### src/core/cca_defines.vh
// Constants for the four-channel compare/capture array.
// Assumes a single 40 MHz clock and a timebase kept outside the array.
//
// Summary of operation
// - Capture code 010 triggers on rising pin
// - Capture code 011 triggers on either edge
// - Codes 100/101 capture on timer 0/1 overflow
// - Codes 110/111 capture on comparator A/B events
// - Compare code 000 only sets the flag
// - Compare code 001 sets output on match
// - Compare code 010 clears output on match
// - Compare code 011 toggles output on match
// - Codes 100/101 select inverting/non-inverting PWM
// - PWM alignment follows the timebase count mode
// - Control access reaches only the selected channel
// - Compare mode bit; match on all 16 bits
// - Compare event sets flag, optionally clears timebase
// - Output action happens whatever the interrupt enables
// - Reset sets every compare output to 1
// - DAC on: channels C, D keep pins undriven
// - External memory on: no channel drives pins
// - Normal mode period set by timebase TOP
// - Capture 000 disabled, 001 falling edge
// - Capture copies timebase, sets flag, optional clear
// - Pins sampled each cycle; two-cycle level recognised
// - Interrupt needs both enables; software clears flag
`ifndef CCA_DEFINES_VH
`define CCA_DEFINES_VH

// *************************************************
// Control register field positions
// *************************************************
`define CCA_CTRL_IEN     7
`define CCA_CTRL_DIR     6
`define CCA_CTRL_RSVD    5
`define CCA_CTRL_CTC     4
`define CCA_CTRL_CMP     3
`define CCA_CTRL_ACT_HI  2
`define CCA_CTRL_ACT_LO  0

// *************************************************
// Reset values
// *************************************************
`define CCA_CTRL_RESET   8'h00
`define CCA_DATA_RESET   16'h0000
`define CCA_SEL_RESET    2'h0
`define CCA_FLAG_RESET   4'h0
`define CCA_PIN_RESET    1'b1
`define CCA_TB_ZERO      16'h0000

// *************************************************
// Action codes
// *************************************************
`define CCA_ACT_OFF      3'h0
`define CCA_ACT_FALL     3'h1
`define CCA_ACT_RISE     3'h2
`define CCA_ACT_BOTH     3'h3
`define CCA_ACT_T0       3'h4
`define CCA_ACT_T1       3'h5
`define CCA_ACT_CMPA     3'h6
`define CCA_ACT_CMPB     3'h7
`define CCA_ACT_SET      3'h1
`define CCA_ACT_CLR      3'h2
`define CCA_ACT_TGL      3'h3
`define CCA_ACT_PWM_INV  3'h4
`define CCA_ACT_PWM_NON  3'h5

// *************************************************
// Timing
// *************************************************
`define CCA_PIN_HOLD_CYC 2

`endif

### src/core/cca_pin_filter.v
// Capture pin sampler with a two-sample stability filter.
// Assumes the pin is already synchronous to mclk.
`timescale 1ns/1ps
`include "cca_defines.vh"

module cca_pin_filter
(
    mclk,
    rst_n,
    pin,
    rise,
    fall
);
    input  wire mclk;  // System clock
    input  wire rst_n; // Asynchronous reset, active low
    input  wire pin;   // Raw capture pin
    output wire rise;  // One-cycle pulse on accepted rising level
    output wire fall;  // One-cycle pulse on accepted falling level

    reg sample; // Previous cycle's pin level
    reg stable; // Last level accepted as valid
    reg prev;   // Accepted level one cycle ago
    reg primed; // First level accepted since reset

    // ************************************************
    // Sampling and acceptance
    // ************************************************
    // A level is accepted once seen on two consecutive samples, so a
    // one-cycle glitch is ignored; the trade is one cycle of latency.
    always @(posedge mclk or negedge rst_n)
    begin
        if (!rst_n)
        begin
            sample <= 1'b0;
            stable <= 1'b0;
            prev   <= 1'b0;
            primed <= 1'b0;
        end
        else
        begin
            sample <= pin;
            if (pin == sample)
            begin
                stable <= pin;
            end
            primed <= primed | (pin == sample);
            prev   <= primed ? stable : pin; // No edge at reset
        end
    end

    assign rise = primed & stable & ~prev;
    assign fall = primed & ~stable & prev;

endmodule // cca_pin_filter

### src/core/cca_trigger_sel.v
// Capture trigger selector for one channel.
// Assumes all event inputs are one-cycle pulses on mclk.
`timescale 1ns/1ps
`include "cca_defines.vh"

module cca_trigger_sel
(
    action,
    pin_ok,
    rise,
    fall,
    t0_ovf,
    t1_ovf,
    cmp_a,
    cmp_b,
    trigger
);
    input  wire [2:0] action;  // Channel action code
    input  wire       pin_ok;  // Pin free for channel use
    input  wire       rise;    // Filtered rising edge
    input  wire       fall;    // Filtered falling edge
    input  wire       t0_ovf;  // Timer 0 overflow pulse
    input  wire       t1_ovf;  // Timer 1 overflow pulse
    input  wire       cmp_a;   // Comparator A event pulse
    input  wire       cmp_b;   // Comparator B event pulse
    output reg        trigger; // Capture request

    // ************************************************
    // Source decode
    // ************************************************
    // Pin-based sources die when the pin is lent to the DAC or memory bus
    always @*
    begin
        case (action)
            `CCA_ACT_OFF:  trigger = 1'b0;
            `CCA_ACT_FALL: trigger = fall & pin_ok;
            `CCA_ACT_RISE: trigger = rise & pin_ok;
            `CCA_ACT_BOTH: trigger = (rise | fall) & pin_ok;
            `CCA_ACT_T0:   trigger = t0_ovf;
            `CCA_ACT_T1:   trigger = t1_ovf;
            `CCA_ACT_CMPA: trigger = cmp_a;
            `CCA_ACT_CMPB: trigger = cmp_b;
            default:       trigger = 1'b0;
        endcase
    end

endmodule // cca_trigger_sel

### src/core/cca_top.v
// Four-channel compare/capture array core.
// Assumes the 16-bit timebase, comparators and pin muxing live outside;
// all inputs are synchronous to mclk and events are one-cycle pulses.
`timescale 1ns/1ps
`include "cca_defines.vh"

module cca_top
#(
    parameter NCH = 4 // Number of channels
)
(
    mclk,
    rst_n,
    sel_wr,
    sel_wdata,
    ctrl_wr,
    ctrl_wdata,
    data_wr,
    data_wdata,
    flag_clr,
    flag_clr_mask,
    array_irq_enable,
    timebase_count,
    timebase_down,
    capture_reload_select,
    timebase_count_mode,
    timer0_ovf,
    timer1_ovf,
    comp_a_event,
    comp_b_event,
    channel_pin_in,
    dac_enable,
    ext_mem_enable,
    channel_select_reg,
    channel_control_reg,
    channel_data_reg,
    channel_flag_reg,
    irq,
    timebase_clear,
    channel_pin_out,
    channel_pin_oe
);
    // ************************************************
    // Ports
    // ************************************************
    input  wire            mclk;                  // System clock
    input  wire            rst_n;                 // Asynchronous reset, active low
    input  wire            sel_wr;                // Write channel select
    input  wire [1:0]      sel_wdata;             // New channel select
    input  wire            ctrl_wr;               // Write selected control
    input  wire [7:0]      ctrl_wdata;            // New control value
    input  wire            data_wr;               // Write selected data
    input  wire [15:0]     data_wdata;            // New data value
    input  wire            flag_clr;              // Clear flags strobe
    input  wire [NCH-1:0]  flag_clr_mask;         // Flags to clear
    input  wire            array_irq_enable;      // Array interrupt enable
    input  wire [15:0]     timebase_count;        // Shared timebase
    input  wire            timebase_down;         // Timebase counting down
    input  wire            capture_reload_select; // Timebase capture mode
    input  wire [1:0]      timebase_count_mode;   // Timebase count mode
    input  wire            timer0_ovf;            // Timer 0 overflow pulse
    input  wire            timer1_ovf;            // Timer 1 overflow pulse
    input  wire            comp_a_event;          // Comparator A event
    input  wire            comp_b_event;          // Comparator B event
    input  wire [NCH-1:0]  channel_pin_in;        // Capture pins
    input  wire            dac_enable;            // DAC owns pins C, D
    input  wire            ext_mem_enable;        // Memory bus owns pins
    output reg  [1:0]      channel_select_reg;    // Selected channel
    output reg  [7:0]      channel_control_reg;   // Selected control readback
    output reg  [15:0]     channel_data_reg;      // Selected data readback
    output reg  [NCH-1:0]  channel_flag_reg;      // Event flags
    output reg             irq;                   // Array interrupt
    output reg             timebase_clear;        // Clear timebase pulse
    output wire [NCH-1:0]  channel_pin_out;       // Compare pin levels
    output wire [NCH-1:0]  channel_pin_oe;        // Compare pin drive enables

    // ************************************************
    // Shared decode
    // ************************************************
    wire [8*NCH-1:0]  ctrl_flat;  // All control registers
    wire [16*NCH-1:0] data_flat;  // All data registers
    wire [NCH-1:0]    evt;        // Per-channel event this cycle
    wire [NCH-1:0]    ctc_evt;    // Events that clear the timebase
    wire [NCH-1:0]    ien;        // Channel interrupt enables
    wire [NCH-1:0]    next_flag;  // Flag next value

    // Dual-slope timebase: auto-reload with count mode 1x
    wire dual_slope = ~capture_reload_select & timebase_count_mode[1];
    // Edge-aligned PWM when the timebase count mode is 0x, whatever the reload select
    wire edge_align = ~timebase_count_mode[1];
    // Timebase at its bottom value
    wire tb_bottom  = (timebase_count == `CCA_TB_ZERO);
    // Bits kept by a control write: direction is read-only, bit 5 reserved
    wire [7:0] wr_keep = 8'h60;

    // ************************************************
    // Per-channel logic
    // ************************************************
    genvar i;
    generate
        for (i = 0; i < NCH; i = i + 1)
        begin : g_ch
            reg  [7:0]  ctrl_q;  // Control register
            reg  [15:0] data_q;  // Compare value or captured count
            reg         pin_q;   // Compare output level
            reg         oe_q;    // Pin drive enable
            wire        rise;    // Filtered rising edge
            wire        fall;    // Filtered falling edge
            wire        trig;    // Capture request
            wire        pin_ok;  // Pin not lent elsewhere
            wire        cmp;     // Compare mode
            wire [2:0]  act;     // Action code
            wire        match;   // Compare match
            wire        sel_me;  // This channel is selected

            assign cmp    = ctrl_q[`CCA_CTRL_CMP];
            assign act    = ctrl_q[`CCA_CTRL_ACT_HI:`CCA_CTRL_ACT_LO];
            assign sel_me = (channel_select_reg == i);
            // Channels C and D give their pins to the DAC
            assign pin_ok = ~ext_mem_enable & ~(dac_enable & (i >= 2));
            // Full 16-bit equality; the period comes from the timebase TOP
            assign match  = cmp & (data_q == timebase_count);
            assign evt[i] = match | (~cmp & trig);
            assign ctc_evt[i] = evt[i] & ctrl_q[`CCA_CTRL_CTC];
            assign ien[i] = ctrl_q[`CCA_CTRL_IEN];
            assign ctrl_flat[8*i +: 8]   = ctrl_q;
            assign data_flat[16*i +: 16] = data_q;
            assign channel_pin_out[i]    = pin_q;
            assign channel_pin_oe[i]     = oe_q;

            // Two-sample filter on the capture pin
            cca_pin_filter u_filt
            (
                .mclk  (mclk),
                .rst_n (rst_n),
                .pin   (channel_pin_in[i]),
                .rise  (rise),
                .fall  (fall)
            );

            // Capture source selection
            cca_trigger_sel u_trig
            (
                .action  (act),
                .pin_ok  (pin_ok),
                .rise    (rise),
                .fall    (fall),
                .t0_ovf  (timer0_ovf),
                .t1_ovf  (timer1_ovf),
                .cmp_a   (comp_a_event),
                .cmp_b   (comp_b_event),
                .trigger (trig)
            );

            // Control register; only the selected channel takes a write
            always @(posedge mclk or negedge rst_n)
            begin
                if (!rst_n)
                begin
                    ctrl_q <= `CCA_CTRL_RESET;
                end
                else
                begin
                    if (ctrl_wr && sel_me)
                    begin
                        // Direction and reserved bits ignore writes
                        ctrl_q <= (ctrl_wdata & ~wr_keep) | (ctrl_q & wr_keep);
                    end
                    if (evt[i] && dual_slope)
                    begin
                        // Count direction at the event, dual-slope only
                        ctrl_q[`CCA_CTRL_DIR] <= timebase_down;
                    end
                end
            end

            // Data register; a capture beats a same-cycle software write
            always @(posedge mclk or negedge rst_n)
            begin
                if (!rst_n)
                begin
                    data_q <= `CCA_DATA_RESET;
                end
                else if (~cmp && trig)
                begin
                    // No overrun guard: an unread capture is overwritten
                    data_q <= timebase_count;
                end
                else if (data_wr && sel_me)
                begin
                    data_q <= data_wdata;
                end
            end

            // Output action; runs on match whatever the interrupt enables
            always @(posedge mclk or negedge rst_n)
            begin
                if (!rst_n)
                begin
                    pin_q <= `CCA_PIN_RESET;
                end
                else if (cmp)
                begin
                    case (act)
                        `CCA_ACT_OFF:
                        begin
                            pin_q <= pin_q;
                        end
                        `CCA_ACT_SET:
                        begin
                            if (match) pin_q <= 1'b1;
                        end
                        `CCA_ACT_CLR:
                        begin
                            if (match) pin_q <= 1'b0;
                        end
                        `CCA_ACT_TGL:
                        begin
                            if (match) pin_q <= ~pin_q;
                        end
                        `CCA_ACT_PWM_INV:
                        begin
                            // Match wins over bottom so a zero value pins it low
                            if (edge_align)
                            begin
                                if (match) pin_q <= 1'b0;
                                else if (tb_bottom) pin_q <= 1'b1;
                            end
                            else if (match)
                            begin
                                pin_q <= ~timebase_down;
                            end
                        end
                        `CCA_ACT_PWM_NON:
                        begin
                            if (edge_align)
                            begin
                                if (match) pin_q <= 1'b1;
                                else if (tb_bottom) pin_q <= 1'b0;
                            end
                            else if (match)
                            begin
                                pin_q <= timebase_down;
                            end
                        end
                        default:
                        begin
                            // Reserved codes hold the output
                            pin_q <= pin_q;
                        end
                    endcase
                end
            end

            // Drive enable: compare mode, real action, pin not lent away
            always @(posedge mclk or negedge rst_n)
            begin
                if (!rst_n)
                begin
                    oe_q <= 1'b0;
                end
                else
                begin
                    oe_q <= cmp & (act != `CCA_ACT_OFF) & ~(act[2] & act[1])
                            & pin_ok;
                end
            end
        end
    endgenerate

    // ************************************************
    // Flags: hardware set beats software clear
    // ************************************************
    assign next_flag = (channel_flag_reg & ~({NCH{flag_clr}} & flag_clr_mask)) | evt;

    // Flag register, interrupt and timebase clear
    always @(posedge mclk or negedge rst_n)
    begin
        if (!rst_n)
        begin
            channel_flag_reg <= `CCA_FLAG_RESET;
            irq              <= 1'b0;
            timebase_clear   <= 1'b0;
        end
        else
        begin
            channel_flag_reg <= next_flag;
            // Both enables needed; flags stay until software clears them
            irq <= array_irq_enable & (|(next_flag & ien));
            // Pulse asks the timebase to load zero
            timebase_clear <= |ctc_evt;
        end
    end

    // ************************************************
    // Channel select and readback
    // ************************************************
    // Readback is registered, so it lags a write or select by one cycle
    always @(posedge mclk or negedge rst_n)
    begin
        if (!rst_n)
        begin
            channel_select_reg  <= `CCA_SEL_RESET;
            channel_control_reg <= `CCA_CTRL_RESET;
            channel_data_reg    <= `CCA_DATA_RESET;
        end
        else
        begin
            if (sel_wr)
            begin
                channel_select_reg <= sel_wdata;
            end
            // Only the selected channel is visible
            channel_control_reg <= ctrl_flat[8*channel_select_reg +: 8];
            channel_data_reg    <= data_flat[16*channel_select_reg +: 16];
        end
    end

endmodule // cca_top

### config.mk
export PLATFORM = sky130hd
export DESIGN_NAME = cca_top
export DESIGN_NICKNAME = d
export VERILOG_FILES = /design/src/core/cca_pin_filter.v /design/src/core/cca_trigger_sel.v /design/src/core/cca_top.v
export VERILOG_INCLUDE_DIRS = /design/src /design/src/core
export SDC_FILE = /design/constraint.sdc
export NUM_CORES = 1
export LEC_CHECK = 0
export ABC_AREA = 1
export BUFFER_PORTS_ARGS = -buffer_cell sky130_fd_sc_hd__buf_2
export CORE_MARGIN = 5
export CORE_UTILIZATION = 53
export CTS_CLUSTER_SIZE = 16
export DETAILED_ROUTE_END_ITERATION = 10
export PLACE_DENSITY_LB_ADDON = 0.1
export SETUP_SLACK_MARGIN = 0.3
export SLEW_MARGIN = 5
export SYNTH_ARGS = -nofsm -noshare
export SYNTH_HDL_FRONTEND = slang
export SYNTH_SLANG_ARGS = --single-unit
### constraint.sdc
create_clock -name mclk -period 1.85 [get_ports mclk]
set_clock_uncertainty 0.1 [all_clocks]
set_input_delay 0 -clock mclk [delete_from_list [all_inputs] [get_ports mclk]]
set_output_delay 0 -clock mclk [all_outputs]
set_load 0.005 [all_outputs]
# Word level (Yosys, flattened, before mapping)
# Cells that the tools add are included.
totals:
  register_bits: 152
  inputBits: 67
  output_inout_bits: 40
  elab_cells: 325
op_classes:
  n_eq_ne: 67
  shifts: 2
  mux: 66
  bitwise_logic: 104
  reduce_logical: 44
op_table:
  columns: ["cell", "n"]
  rows:
  - ["$mux W16", 8]
  - ["$eq A16 B16 Y1", 4]
  - ["$shiftx A64 B7 Y16", 1]
  - ["$and A1 B1 Y1", 59]
  - ["$eq A3 B3 Y1 const B", 16]
  - ["$ne A3 B3 Y1 const B", 16]
  - ["$mux W1", 46]
  - ["$reduce_and A9 Y1", 4]
  - ["$or A8 B7 Y8", 4]
  - ["$pmux W1 S8", 4]
  - ["$shiftx A32 B6 Y8", 1]
  - ["$mux W7", 4]
  - ["$eq A3 B2 Y1 const B", 8]
  - ["$ne A2 B2 Y1 const B", 12]
  - ["$not A1 Y1", 24]
  - ["$pmux W1 S5", 4]
  - ["$reduce_bool A5 Y1", 4]
  - ["$logic_and A1 B1 Y1", 16]
  - ["$logic_not A16 Y1", 1]
  - ["$reduce_bool A2 Y1", 8]
  - ["$and A4 B4 Y4", 3]
  - ["$eq A3 B1 Y1 const B", 4]
  - ["$logic_not A3 Y1", 4]
  - ["$or A1 B1 Y1", 12]
  - ["other kinds (8)", 16]

# Logic depth before layout (Yosys ltp)
# Gate-level depths: netlist of the first run.
logic_depth:
  word_depth: 12
  depth_mapped: 13
  ltp_nobuf: 13

# Modules after synthesis
# Synthesis of the first run repeated with hierarchy kept, for this count alone.
hier_totals:
  hier_cells: 1255
  hier_area_um2: 8660.8
by_module_without_submodules:
  columns: ["mod", "instances", "cells_each", "area_each_um2", "seq_area_each_um2"]
  rows:
  - ["cca_top", 1, 1107, 7724.9, 3283.1]
  - ["cca_pin_filter", 4, 18, 156.4, 100.1]
  - ["cca_trigger_sel", 4, 19, 77.6, 0.0]

# Least setup slack after synthesis of the first run
# No wires, ideal clock.
synth_timing:
  path_kind: "reg-to-reg"
  start: "register g_ch[1].ctrl_q[1]"
  end: "register g_ch[1].data_q[10]"
  setup_time_ns: 0.086
  arrival_ns: 1.668
  required_ns: 1.664
  slack_ns: -0.004
  path_stages_with_launch: 10
  n_path_buf: 1
  period_less_slack_ns: 1.854
  cell_sequence: "dfrtp_1 -> inv_2 -> ha_1 -> or2_2 -> o21ai_0 -> inv_1 -> nand2_4 -> nand2_4 -> buf_6 -> o221ai_2"
synth_between:
  elab_chain_cells: 4
  elab_cells_between_ends: 12
  cone_classes: "7 x eq/ne; 2 x mux; 3 x reduce/logical"
synth_rtl:
  columns: ["item", "line_no", "source"]
  rows:
  - ["start: declaration", "cca_top.v:103", "reg [7:0] ctrl_q;"]
  - ["start signal: assignment", "cca_top.v:160", "ctrl_q <= `CCA_CTRL_RESET;"]
  - ["start signal: assignment", "cca_top.v:167", "ctrl_q <= (ctrl_wdata & ~wr_keep) | (ctrl_q & wr_keep);"]
  - ["start signal: indexed assignment", "cca_top.v:172", "ctrl_q[`CCA_CTRL_DIR] <= timebase_down;"]
  - ["$eq A3 B3 Y1 (tied with other cells)", "cca_trigger_sel.v:34", "case (action)"]
  - ["$pmux W1 S8 *", "cca_trigger_sel.v:34", null]
  - ["$logic_and A1 B1 Y1 *", "cca_top.v:184", "else if (~cmp && trig)"]
  - ["$mux W16 / $reduce_bool A2 Y1 (equally long branches)", null, null]
  - ["end signal: assignment", "cca_top.v:182", "data_q <= `CCA_DATA_RESET;"]
  - ["end signal: assignment", "cca_top.v:187", "data_q <= timebase_count;"]
  - ["end signal: assignment", "cca_top.v:191", "data_q <= data_wdata;"]
  - ["end: declaration", "cca_top.v:104", "reg [15:0] data_q;"]
# Every way passes the cells marked *; elsewhere a longest branch is shown, timed or not.
# A chain may end at the register's enable or synchronous reset.

# Worst setup path after layout of the first run
layout_timing:
  start: "register g_ch[0].ctrl_q[1]"
  end: "register g_ch[0].data_q[10]"
layout_between:
  elab_chain_cells: 4
  elab_cells_between_ends: 12
  cone_classes: "7 x eq/ne; 2 x mux; 3 x reduce/logical"
layout_rtl:
  columns: ["item", "line_no"]
  rows:
  - ["start: declaration", "cca_top.v:103"]
  - ["start signal: assignment", "cca_top.v:160"]
  - ["start signal: assignment", "cca_top.v:167"]
  - ["start signal: indexed assignment", "cca_top.v:172"]
  - ["$eq A3 B3 Y1 (tied with other cells)", "cca_trigger_sel.v:34"]
  - ["$pmux W1 S8 *", "cca_trigger_sel.v:34"]
  - ["$logic_and A1 B1 Y1 *", "cca_top.v:184"]
  - ["$mux W16 / $reduce_bool A2 Y1 (equally long branches)", null]
  - ["end signal: assignment", "cca_top.v:182"]
  - ["end signal: assignment", "cca_top.v:187"]
  - ["end signal: assignment", "cca_top.v:191"]
  - ["end: declaration", "cca_top.v:104"]
# Marks and branches as above.

==> metrics.md, run 1 <==
| Metric | Value |
|---|---|
| Fillers | between 1000 and 1500 |
| Clock Tree Buf Depth | 2 |
| Startpoint types | flip-flop |
| Drt via density | between 6 and 7 |
| CTS tree | done |
| H-tree Lvls | 4 |
| Unique masters post-synth | 42 |
| HP Class | in -> async |
| Ys flop type | dfrtp_1 |
| Top cell type's share of synthesized area | a little over two fifths |
| RSZ-0062 raised after global routing | true |
| Critical path origin | g_ch[0].ctrl_q[1] |
| Initial Utilization | 53.5% |
| Max reg flops | 64 |
| GP Congestion | between 0.9 and 1 |
| Leakage power total | about 5.6 nW |
| Part of the cycle the worst path needs | 103% |
| Total track usage | about a third |
| Area grow syn2layout | 46.2% |
| Row count | between 40 and 50 |
| Final hold vios | 10 |
| Failing checks | hold timing, setup timing |
| CTS sink count | around 150 |
| Crit Reg-Reg Startpoint | g_ch[0].ctrl_q[1] |
| Worst-Skew Late Latency | 0.44 ns |
| Area leader, netlist | dfrtp_1 |
| Synthesized Nets | about 1100 |
| Max-slew violations | 0 |
| Mapped Area | roughly 8400 µm² |
| TritonRoute pass-1 iters | 8 |
| Layout cell share with drive strength beyond 1 | about two fifths |
| Antenna Diode Count | 0 |
| Commonest non-fill, non-tap cell in the layout | nand2_1 |
| Pin count of the biggest net entering global routing | 46 |
| Post-synth EDFFs | 0 |
| Avg WL per Cell | 20.6 µm |
| Fmax | 524 MHz |
| Yosys Warn Count | 0 |
| Nets | roughly 1300 |
| VDD IR max | 0.943 mV |
| Max-cap violations | 0 |
| Setup crit end kind | flip-flop |
| DR iter-0 viols | 997 |
| Status | finished, violations left |
| Slowest cell on the critical path | dfrtp_2 |
| Total number of vias | 9003 |
| Initial antenna violation count | 0 |
| Rel. slew slack | 66.4% |
| Setup CP Type | reg -> reg |
| Register area share after synthesis | a little over two fifths |
| CORE AREA | roughly 16000 µm² |
| Cells after synthesis | a little over 1000 |
| P per Cell Area | 1310 nW/µm² |
| #FFs+latches synth | around 150 |
| Most frequent cells in the layout | nand2_1 (244), dfrtp_1 (133), buf_2 (101) |
| Crit-path max FO | 30 |
| CTS Root Cell | clkbuf_16 |
| Cts bufs inserted | 17 |
| GR Overflow Total | 0 |
| Die height | around 140 µm |
| Slew @ Worst Pin | around 0.50 ns |
| First-pass GRT wire length | 47400 µm |
| Ys async rst share | 100% |
| I/O Pins | roughly 110 |
| Clock transition at the registers of the reported paths | ~0.06 ns |
| Setup ws final | -0.0593 ns |
| Crit path required time | 2.10 ns |
| Mean Syn Cell Area | slightly above 8 µm² |
| DP HPWL | roughly 19000 µm |
| Vias in the first global route | between 8000 and 9000 |
| # setup viols final | 36 |
| Pre-CTS WS | -0.0393 ns |
| Minimum clock period | 1.91 ns |
| Port Buffers | about 100 |
| Die width | 136 µm |
| Routed WL | around 31000 µm |
| Die Area | 18500 µm² |
| Worst path arrival time | roughly 2.2 ns |
| Post-route ant nets | 0 |
| CP cell instances | ha_2 -> or2_4 -> o21ai_1 -> inv_1 -> nand2_4 -> buf_12 -> nand3_1 -> o221ai_2 |
| CP peak stage delay | roughly 0.47 ns |
| Post-route DRC | 0 |
| Top cells by area, synth | dfrtp_1 (42%), nand2_1 (12%), o221ai_1 (6.2%) |
| Hold Worst Slack | -0.0156 ns |
area by class of cell:
class                      instances  area [µm²]  share of cell area, %
multi-input combinational        706        4990                   40.5
inverter                         138         541                   4.38
timing repair buffer             256        2220                   18.0
sequential                       147        3700                   30.0
tap                              216         270                   2.19
clock inverter                    12         183                   1.48
clock buffer                      19         433                   3.51
critical path: cells and delay by family, from the launching register on:
family,cells,cell delay (ns)
AO/OA/AOI/OAI,2,0.19
buffers and inverters,2,0.33
AND/OR/NAND/NOR,3,0.50
flip-flops,1,0.47
adder cells (fa/ha/maj),1,0.21
cells in the mapped netlist, types with 3 or more instances:
library cell and number:
nand2_4 5, inv_2 21, nor4_1 4, inv_1 116, dfrtp_1 143, buf_2 11, o221ai_1 60, o21ai_0 43
nand3b_1 3, nand3_1 91, clkbuf_1 10, a22oi_1 26, a21oi_1 23, nand3_2 8, nand2_2 4, nor2_1 63
or2_2 3, nor2_2 14, ha_1 9, nor3_1 6, buf_4 16, dfstp_2 4, nand2_1 275, o21bai_1 3
o21ai_1 3, o221ai_2 22, xnor2_1 5, buf_6 10, nand4_1 22
through the flow:
stage / instance area [µm²] / TNS [ns] / instances / util, % / total power [mW]
after floorplan: 8720 / 0 / 1039 / - / 8.73
after global placement: 9660 / -0.0695 / 1357 / 61.2 / 10.4
after detailed placement: 9660 / -0.636 / 1357 / 61.2 / 10.5
after CTS: 11800 / -0.0299 / 1472 / 74.9 / 15.3
after global routing: 12300 / -4.38 / 1494 / 78.2 / 17.0
final: 12300 / -0.800 / 1494 / 78.2 / 16.2
timing repair:
item	4_1_cts	5_1_grt
hold buffers	61	2
hold endpoints to repair	262	1
pin swaps	34	53
cloned	5	2
setup buffers	18	18
setup endpoints to repair	92	108
resized for setup	162	76
cell families (layout without fill, tap and decap cells):
kind of cell	after synthesis	count (layout)	synth area share, %
flops	147	147	43.7
simple gates	500	501	26.4
xor+xnor	5	5	0.519
other cells	1	1	0.0445
compound gates	190	190	17.9
buf+inv	187	425	10.1
fa+ha+maj	9	9	1.34
where the power goes:
part           internal, mW  switching [mW]
logic                  3.18            3.97
registers              4.44           0.894
clock network          2.26            1.43
path summary, 6_finish.rpt:
path,end,slack (ns),depth (start not counted)
hold / removal,channel_data_reg[7],-0.02,2
hold reg to reg,g_ch[1].ctrl_q[6],0.39,2
setup / recovery,g_ch[0].data_q[10],-0.06,8
min in group mclk,g_ch[3].data_q[8],0.08,3
max in group asynchronous,channel_select_reg[0],1.04,3
setup reg to reg,g_ch[0].data_q[10],-0.06,8
metal layers:
| metal | vias up | part of all wire, % | GRT usage (%) |
|---|---|---|---|
| li1 | 3995 | - | - |
| met4 | 0 | 3.4 | 12.8 |
| met3 | 107 | 10 | 7.59 |
| met2 | 589 | 46 | 51.3 |
| met1 | 4312 | 41 | 46.2 |
| met5 | - | 0 | 0 |
Note: power is estimated with default switching activity, not from simulation.
==> inputs of run 2 (changes only) <==
- SETUP_SLACK_MARGIN: 0.3 -> not set
==> metrics.md, run 2 (synthesized netlist as in run 1, its figures left out) <==
| Metric | Value |
|---|---|
| Status | finished, violations left |
| Failing checks | setup timing |
| Non-Filler Instances | 1483 (-0.74%) |
| Hold Worst Slack | 0.0313 ns (+0.0469 ns) |
| Fin area | 11800 µm² (-4.4%) |
| CORE AREA | 15800 µm² (unchanged) |
| Post-route DRC | 0 (unchanged) |
| Slew @ Worst Pin | 0.584 ns (+0.0804 ns) |
| Reg2reg path depth | 10 (+2) |
| DR iter-0 viols | 1046 (+4.9%) |
| R2r endpoint | g_ch[1].data_q[0] |
| Die height | 136 µm (unchanged) |
| Avg WL per Cell | 20.1 µm (-2.5%) |
| CTS Root Cell | clkbuf_16 |
| Vias in the first global route | 8448 (-2.7%) |
| Max-cap violations | 0 (unchanged) |
| H-tree Lvls | 4 (unchanged) |
| Max-slew violations | 0 (unchanged) |
| Placed cells | 1368 (+0.81%) |
| Setup CP Type | reg -> reg |
| Most frequent cells in the layout | nand2_1 (259), dfrtp_1 (135), inv_1 (104) |
| Pre-CTS WS | -0.117 ns (-0.0780 ns) |
| Switching pwr | 5.95 mW (-5.5%) |
| Post-DP Area | 9470 µm² (-1.9%) |
| Total power | 15.5 mW (-4.1%) |
| Max reg flops | 64 (unchanged) |
| Initial Utilization | 53.5% (unchanged) |
| Post-route ant nets | 0 (unchanged) |
| First-pass GRT wire length | 46500 µm (-1.9%) |
| Routed WL | 29800 µm (-3.2%) |
| Layout cell share with drive strength beyond 1 | 33.3% (-6.8 points) |
| P per Cell Area | 1320 nW/µm² (+0.34%) |
| Row count | 46 (unchanged) |
| Combinational cell fraction of total power | 41.6% (-2.6 points) |
| GR Overflow Total | 0 (unchanged) |
| Crit-path max FO | 8 (-73%) |
| Internal power | 9.57 mW (-3.1%) |
| Clock Tree Buf Depth | 2 (unchanged) |
| Drt via density | 5.86 (-2.7%) |
| Final hold vios | 0 (-10) |
| Leakage power total | 5.47 nW (-2.2%) |
| Pin count of the biggest net entering global routing | 57 (+24%) |
| TritonRoute pass-1 iters | 8 (unchanged) |
| CTS sink count | 147 (unchanged) |
| Clock Power Share | 24.6% (+1.8 points) |
| # setup viols final | 36 (unchanged) |
| DP HPWL | 18900 µm (-0.63%) |
| Total number of vias | 8694 (-3.4%) |
| RSZ-0062 raised after global routing | true |
| Crit path required time | 2.05 ns (-0.05 ns) |
| Setup crit end kind | flip-flop |
| Antenna Diode Count | 0 (unchanged) |
| I/O Pins | 107 (unchanged) |
| Die width | 136 µm (unchanged) |
| Rel. slew slack | 61.0% (-5.4 points) |
| Clock transition at the registers of the reported paths | 0.07 ns (about the same) |
| Initial antenna violation count | 0 (unchanged) |
| Port Buffers | 102 (unchanged) |
| Part of the power in registers | 33.8% (+0.8 points) |
| Worst-Skew Late Latency | 0.43 ns (about the same) |
| Total track usage | 32.8% (-0.55 points) |
| HP Class | in -> async |
| Part of the cycle the worst path needs | 104% (+0.90 points) |
| Fmax | 519 MHz (-0.86%) |
| Cts bufs inserted | 17 (unchanged) |
| Area grow syn2layout | 39.8% |
| Nets | 1330 (-0.89%) |
| Startpoint types | flip-flop |
| Crit Reg-Reg Startpoint | g_ch[1].ctrl_q[1] |
| CTS tree | done |
| Minimum clock period | 1.93 ns (+0.0166 ns) |
| Worst path arrival time | 2.13 ns (-0.03 ns) |
| Setup Total Neg Slack | -1.23 ns (-0.426 ns) |
| Final core utilization | 74.8% (-3.4 points) |
| R2R Setup Slk | -0.08 ns (-0.02 ns) |
| GP Congestion | 0.892 (-3.2%) |
| Die Area | 18500 µm² (unchanged) |
| VDD IR max | 0.730 mV (-23%) |
| Setup ws final | -0.0759 ns (-0.0166 ns) |
| Commonest non-fill, non-tap cell in the layout | nand2_1 |
| Switching share of total power | 38.3% (-0.60 points) |
run 2: power by group through the flow:
stage | sequential [mW] | clock (mW) | combinational (mW)
after CTS | 5.18 | 3.82 | 5.94
after global placement | 5.18 | 0 | 5.03
final | 5.25 | 3.82 | 6.45
after detailed placement | 5.21 | 0 | 5.10
after global routing | 5.39 | 3.97 | 7.02
after floorplan | 5.07 | 0 | 3.41
run 2: per-layer routing:
metal  track usage [%]  part of all wire (%)
met1              47.8                    42
met3              6.29                   9.1
met5                 0                     0
met4              12.8                   3.2
met2              48.6                    45
run 2: worst max-delay path by stage:
stage / start / end / slack [ns] / depth (start not counted)
4_1_cts: g_ch[0].ctrl_q[2] / g_ch[0].data_q[9] / -0.05 / 10
5_1_grt: g_ch[0].ctrl_q[1] / irq / -0.13 / 11
3_5_place_dp: g_ch[1].ctrl_q[1] / g_ch[1].data_q[0] / -0.12 / 8
6_report: g_ch[1].ctrl_q[1] / g_ch[1].data_q[0] / -0.08 / 10
3_3_place_gp: g_ch[2].ctrl_q[1] / irq / -0.05 / 11
2_1_floorplan: g_ch[0].ctrl_q[1] / g_ch[0].data_q[10] / 0.02 / 10
run 2: critical path, cell delays in order, from the launching register on:
cell      delay, ns
dfrtp_2        0.44
buf_6          0.14
buf_4          0.14
nand2_1        0.07
a21oi_2        0.04
nor3_2         0.17
nand2_2        0.13
nand2_8        0.15
buf_12         0.14
buf_16         0.15
o211ai_1       0.12
run 2: cell type report:
cell class	instances	area, µm²
clock inverter	14	210
inverter	138	541
timing repair buffer	244	2030
clock buffer	18	429
tap	216	270
fill	1140	3980
multi-input combinational	706	4620
sequential	147	3690
run 2: timing repair:
| action | CTS | global route |
|---|---|---|
| buffers inserted | 11 | 7 |
| setup endpoints to repair | 53 | 75 |
| pin swaps | 16 | 30 |
| hold buffers | 61 | 0 |
| gates cloned | 7 | 0 |
| gates resized for setup | 106 | 80 |
| hold endpoints to repair | 265 | 0 |
==> inputs of run 3 (changes only) <==
- CTS_BUF_LIST: not set -> sky130_fd_sc_hd__clkbuf_4 sky130_fd_sc_hd__clkbuf_8 sky130_fd_sc_hd__clkbuf_16
- SETUP_SLACK_MARGIN: not set -> 0.3
==> metrics.md, run 3 (synthesized netlist as in run 1, its figures left out) <==
| Metric | Value |
|---|---|
| TritonRoute pass-1 iters | 5 (-3) |
| Total number of vias | 8944 (+2.9%) |
| Top delay family on crit path | simple AND/OR/NAND/NOR gates |
| Pre-CTS WS | -0.0393 ns (+0.0780 ns) |
| Buf+Inv Stages, Crit Path | 2 (-2) |
| Clock transition at the registers of the reported paths | 0.07 ns (about the same) |
| CTS sink count | 147 (unchanged) |
| Area grow syn2layout | 47.1% |
| Failing checks | hold timing, setup timing |
| CORE AREA | 15800 µm² (unchanged) |
| CTS tree | done |
| First-pass GRT wire length | 47500 µm (+2.1%) |
| Max-slew violations | 0 (unchanged) |
| Die height | 136 µm (unchanged) |
| Routed WL | 31400 µm (+5.3%) |
| CTS Root Cell | clkbuf_16 |
| Startpoint types | flip-flop |
| Total power | 16.3 mW (+5.2%) |
| Port Buffers | 102 (unchanged) |
| Antenna Diode Count | 0 (unchanged) |
| Max-cap violations | 0 (unchanged) |
| VDD IR max | 0.944 mV (+29%) |
| RSZ-0062 raised after global routing | true |
| Pin count of the biggest net entering global routing | 46 (-19%) |
| Row count | 46 (unchanged) |
| Crit Reg-Reg Startpoint | g_ch[0].ctrl_q[1] |
| Crit path required time | 2.03 ns (-0.02 ns) |
| Drt via density | 5.98 (+2.0%) |
| Most frequent CP cell | nand3_2 |
| Worst-Skew Late Latency | 0.44 ns (about the same) |
| DR iter-0 viols | 1066 (+1.9%) |
| HP Class | in -> async |
| CP peak stage delay | 0.48 ns (+0.04 ns) |
| Slowest cell on the critical path | dfrtp_2 |
| Commonest non-fill, non-tap cell in the layout | nand2_1 |
| Nets | 1343 (+0.98%) |
| Slew @ Worst Pin | 0.513 ns (-0.0717 ns) |
| Die width | 136 µm (unchanged) |
| Die Area | 18500 µm² (unchanged) |
| Post-route ant nets | 0 (unchanged) |
| GP Congestion | 0.921 (+3.3%) |
| Most frequent cells in the layout | nand2_1 (246), dfrtp_1 (133), buf_2 (101) |
| GR Overflow Total | 0 (unchanged) |
| Initial antenna violation count | 0 (unchanged) |
| Setup CP Type | reg -> reg |
| # setup viols final | 36 (unchanged) |
| Leakage power total | 5.62 nW (+2.7%) |
| Clock Tree Buf Depth | 2 (unchanged) |
| Total track usage | 33.5% (+0.64 points) |
| Status | finished, violations left |
| Avg WL per Cell | 21.0 µm (+4.4%) |
| H-tree Lvls | 4 (unchanged) |
| Rel. slew slack | 65.8% (+4.8 points) |
| Max reg flops | 64 (unchanged) |
| P per Cell Area | 1320 nW/µm² (about the same) |
| Cts bufs inserted | 17 (unchanged) |
| Crit-path max FO | 15 (+7) |
| Setup crit end kind | flip-flop |
| Vias in the first global route | 8744 (+3.5%) |
| I/O Pins | 107 (unchanged) |
| Post-route DRC | 0 (unchanged) |
| Part of the cycle the worst path needs | 105% (+1.3 points) |
| Setup ws final | -0.0992 ns (-0.0233 ns) |
| Final core utilization | 78.7% (+3.9 points) |
| Worst path arrival time | 2.13 ns (about the same) |
| Critical path origin | g_ch[0].ctrl_q[1] |
| DP HPWL | 19000 µm (+0.63%) |
| Hold Worst Slack | -0.0124 ns (-0.0437 ns) |
| CP cell instances | inv_4 -> nand3_1 -> nand2_1 -> nand3_2 -> o21ai_4 -> nand2_8 -> buf_12 -> nand3_2 -> o221ai_1 |
| Minimum clock period | 1.95 ns (+0.0233 ns) |
| Final hold vios | 10 (+10) |
| Initial Utilization | 53.5% (unchanged) |
| Fmax | 513 MHz (-1.2%) |
| Layout cell share with drive strength beyond 1 | 40.7% (+7.3 points) |
[run 3: cell count changes in the layout (fill, tap and decap cells not counted), moves of 13 or more]
cell / before / now
nand2_1: 259 / 246
nand3_2: 26 / 58
inv_2: 27 / 47
nand3_1: 58 / 31
inv_1: 104 / 83
o221ai_1: 37 / 21
[run 3: path summary, 6_finish.rpt]
| kind | slack [ns] | to | cells past startpoint |
|---|---|---|---|
| max reg2reg | -0.1 | g_ch[0].data_q[15] | 9 |
| max | -0.1 | g_ch[0].data_q[15] | 9 |
| max in group asynchronous | 1.04 | channel_select_reg[0] | 3 |
| min reg2reg | 0.40 | g_ch[1].u_filt.primed | 2 |
| min in group mclk | 0.08 | g_ch[3].data_q[8] | 3 |
| min | -0.01 | channel_data_reg[7] | 2 |
[run 3: timing repair]
action                                  in CTS  in global routing
hold buffers                                61                  2
endpoints found under the setup margin      92                104
gates resized for setup                    162                 85
hold endpoints to repair                   262                  1
buffers inserted                            18                 17
pin swaps                                   34                 42
cloned                                       5                  4
[run 3: stage by stage]
| step | TNS (ns) | instance area, µm² | std cells |
|---|---|---|---|
| finish | -0.886 | 12400 | 1495 |
| floorplan | 0 | 8720 | 1039 |
| global placement | -0.0695 | 9660 | 1357 |
| global route | -4.16 | 12400 | 1495 |
| detailed placement | -0.636 | 9660 | 1357 |
| CTS | -0.0324 | 11800 | 1472 |
[run 3: layout make-up]
cell class,instances,area (µm²)
clock buffers,19,440
clock inverters,12,183
fillers,1067,3360
inverters,138,541
multi-input cells,706,5020
flip-flops and latches,147,3700
well taps,216,270
repair buffers,257,2260
[run 3: per-layer routing]
metal | share of wire, % | global-route usage [%] | wire length [µm] | vias to the layer above
met4 | 4.0 | 12.9 | 1240 | 0
met3 | 9.4 | 8.07 | 2960 | 130
li1 | - | - | - | 3989
met2 | 46 | 51.8 | 14500 | 580
met5 | 0 | 0 | 0 | -
met1 | 41 | 45.7 | 12700 | 4245
[run 3: power breakdown]
part / leakage [nW] / total [mW] / internal (mW) / switching, mW
registers: 1.79 / 5.34 / 4.44 / 0.908
clock network: 0.296 / 3.74 / 2.29 / 1.45
logic: 3.53 / 7.24 / 3.22 / 4.02
total: 5.62 / 16.3 / 9.94 / 6.38
[run 3: worst register-to-register path: stages, from the launching register on]
cell	delay, ns
dfrtp_2	0.48
inv_4	0.11
nand3_1	0.11
nand2_1	0.14
nand3_2	0.10
o21ai_4	0.19
nand2_8	0.13
buf_12	0.19
nand3_2	0.08
o221ai_1	0.15
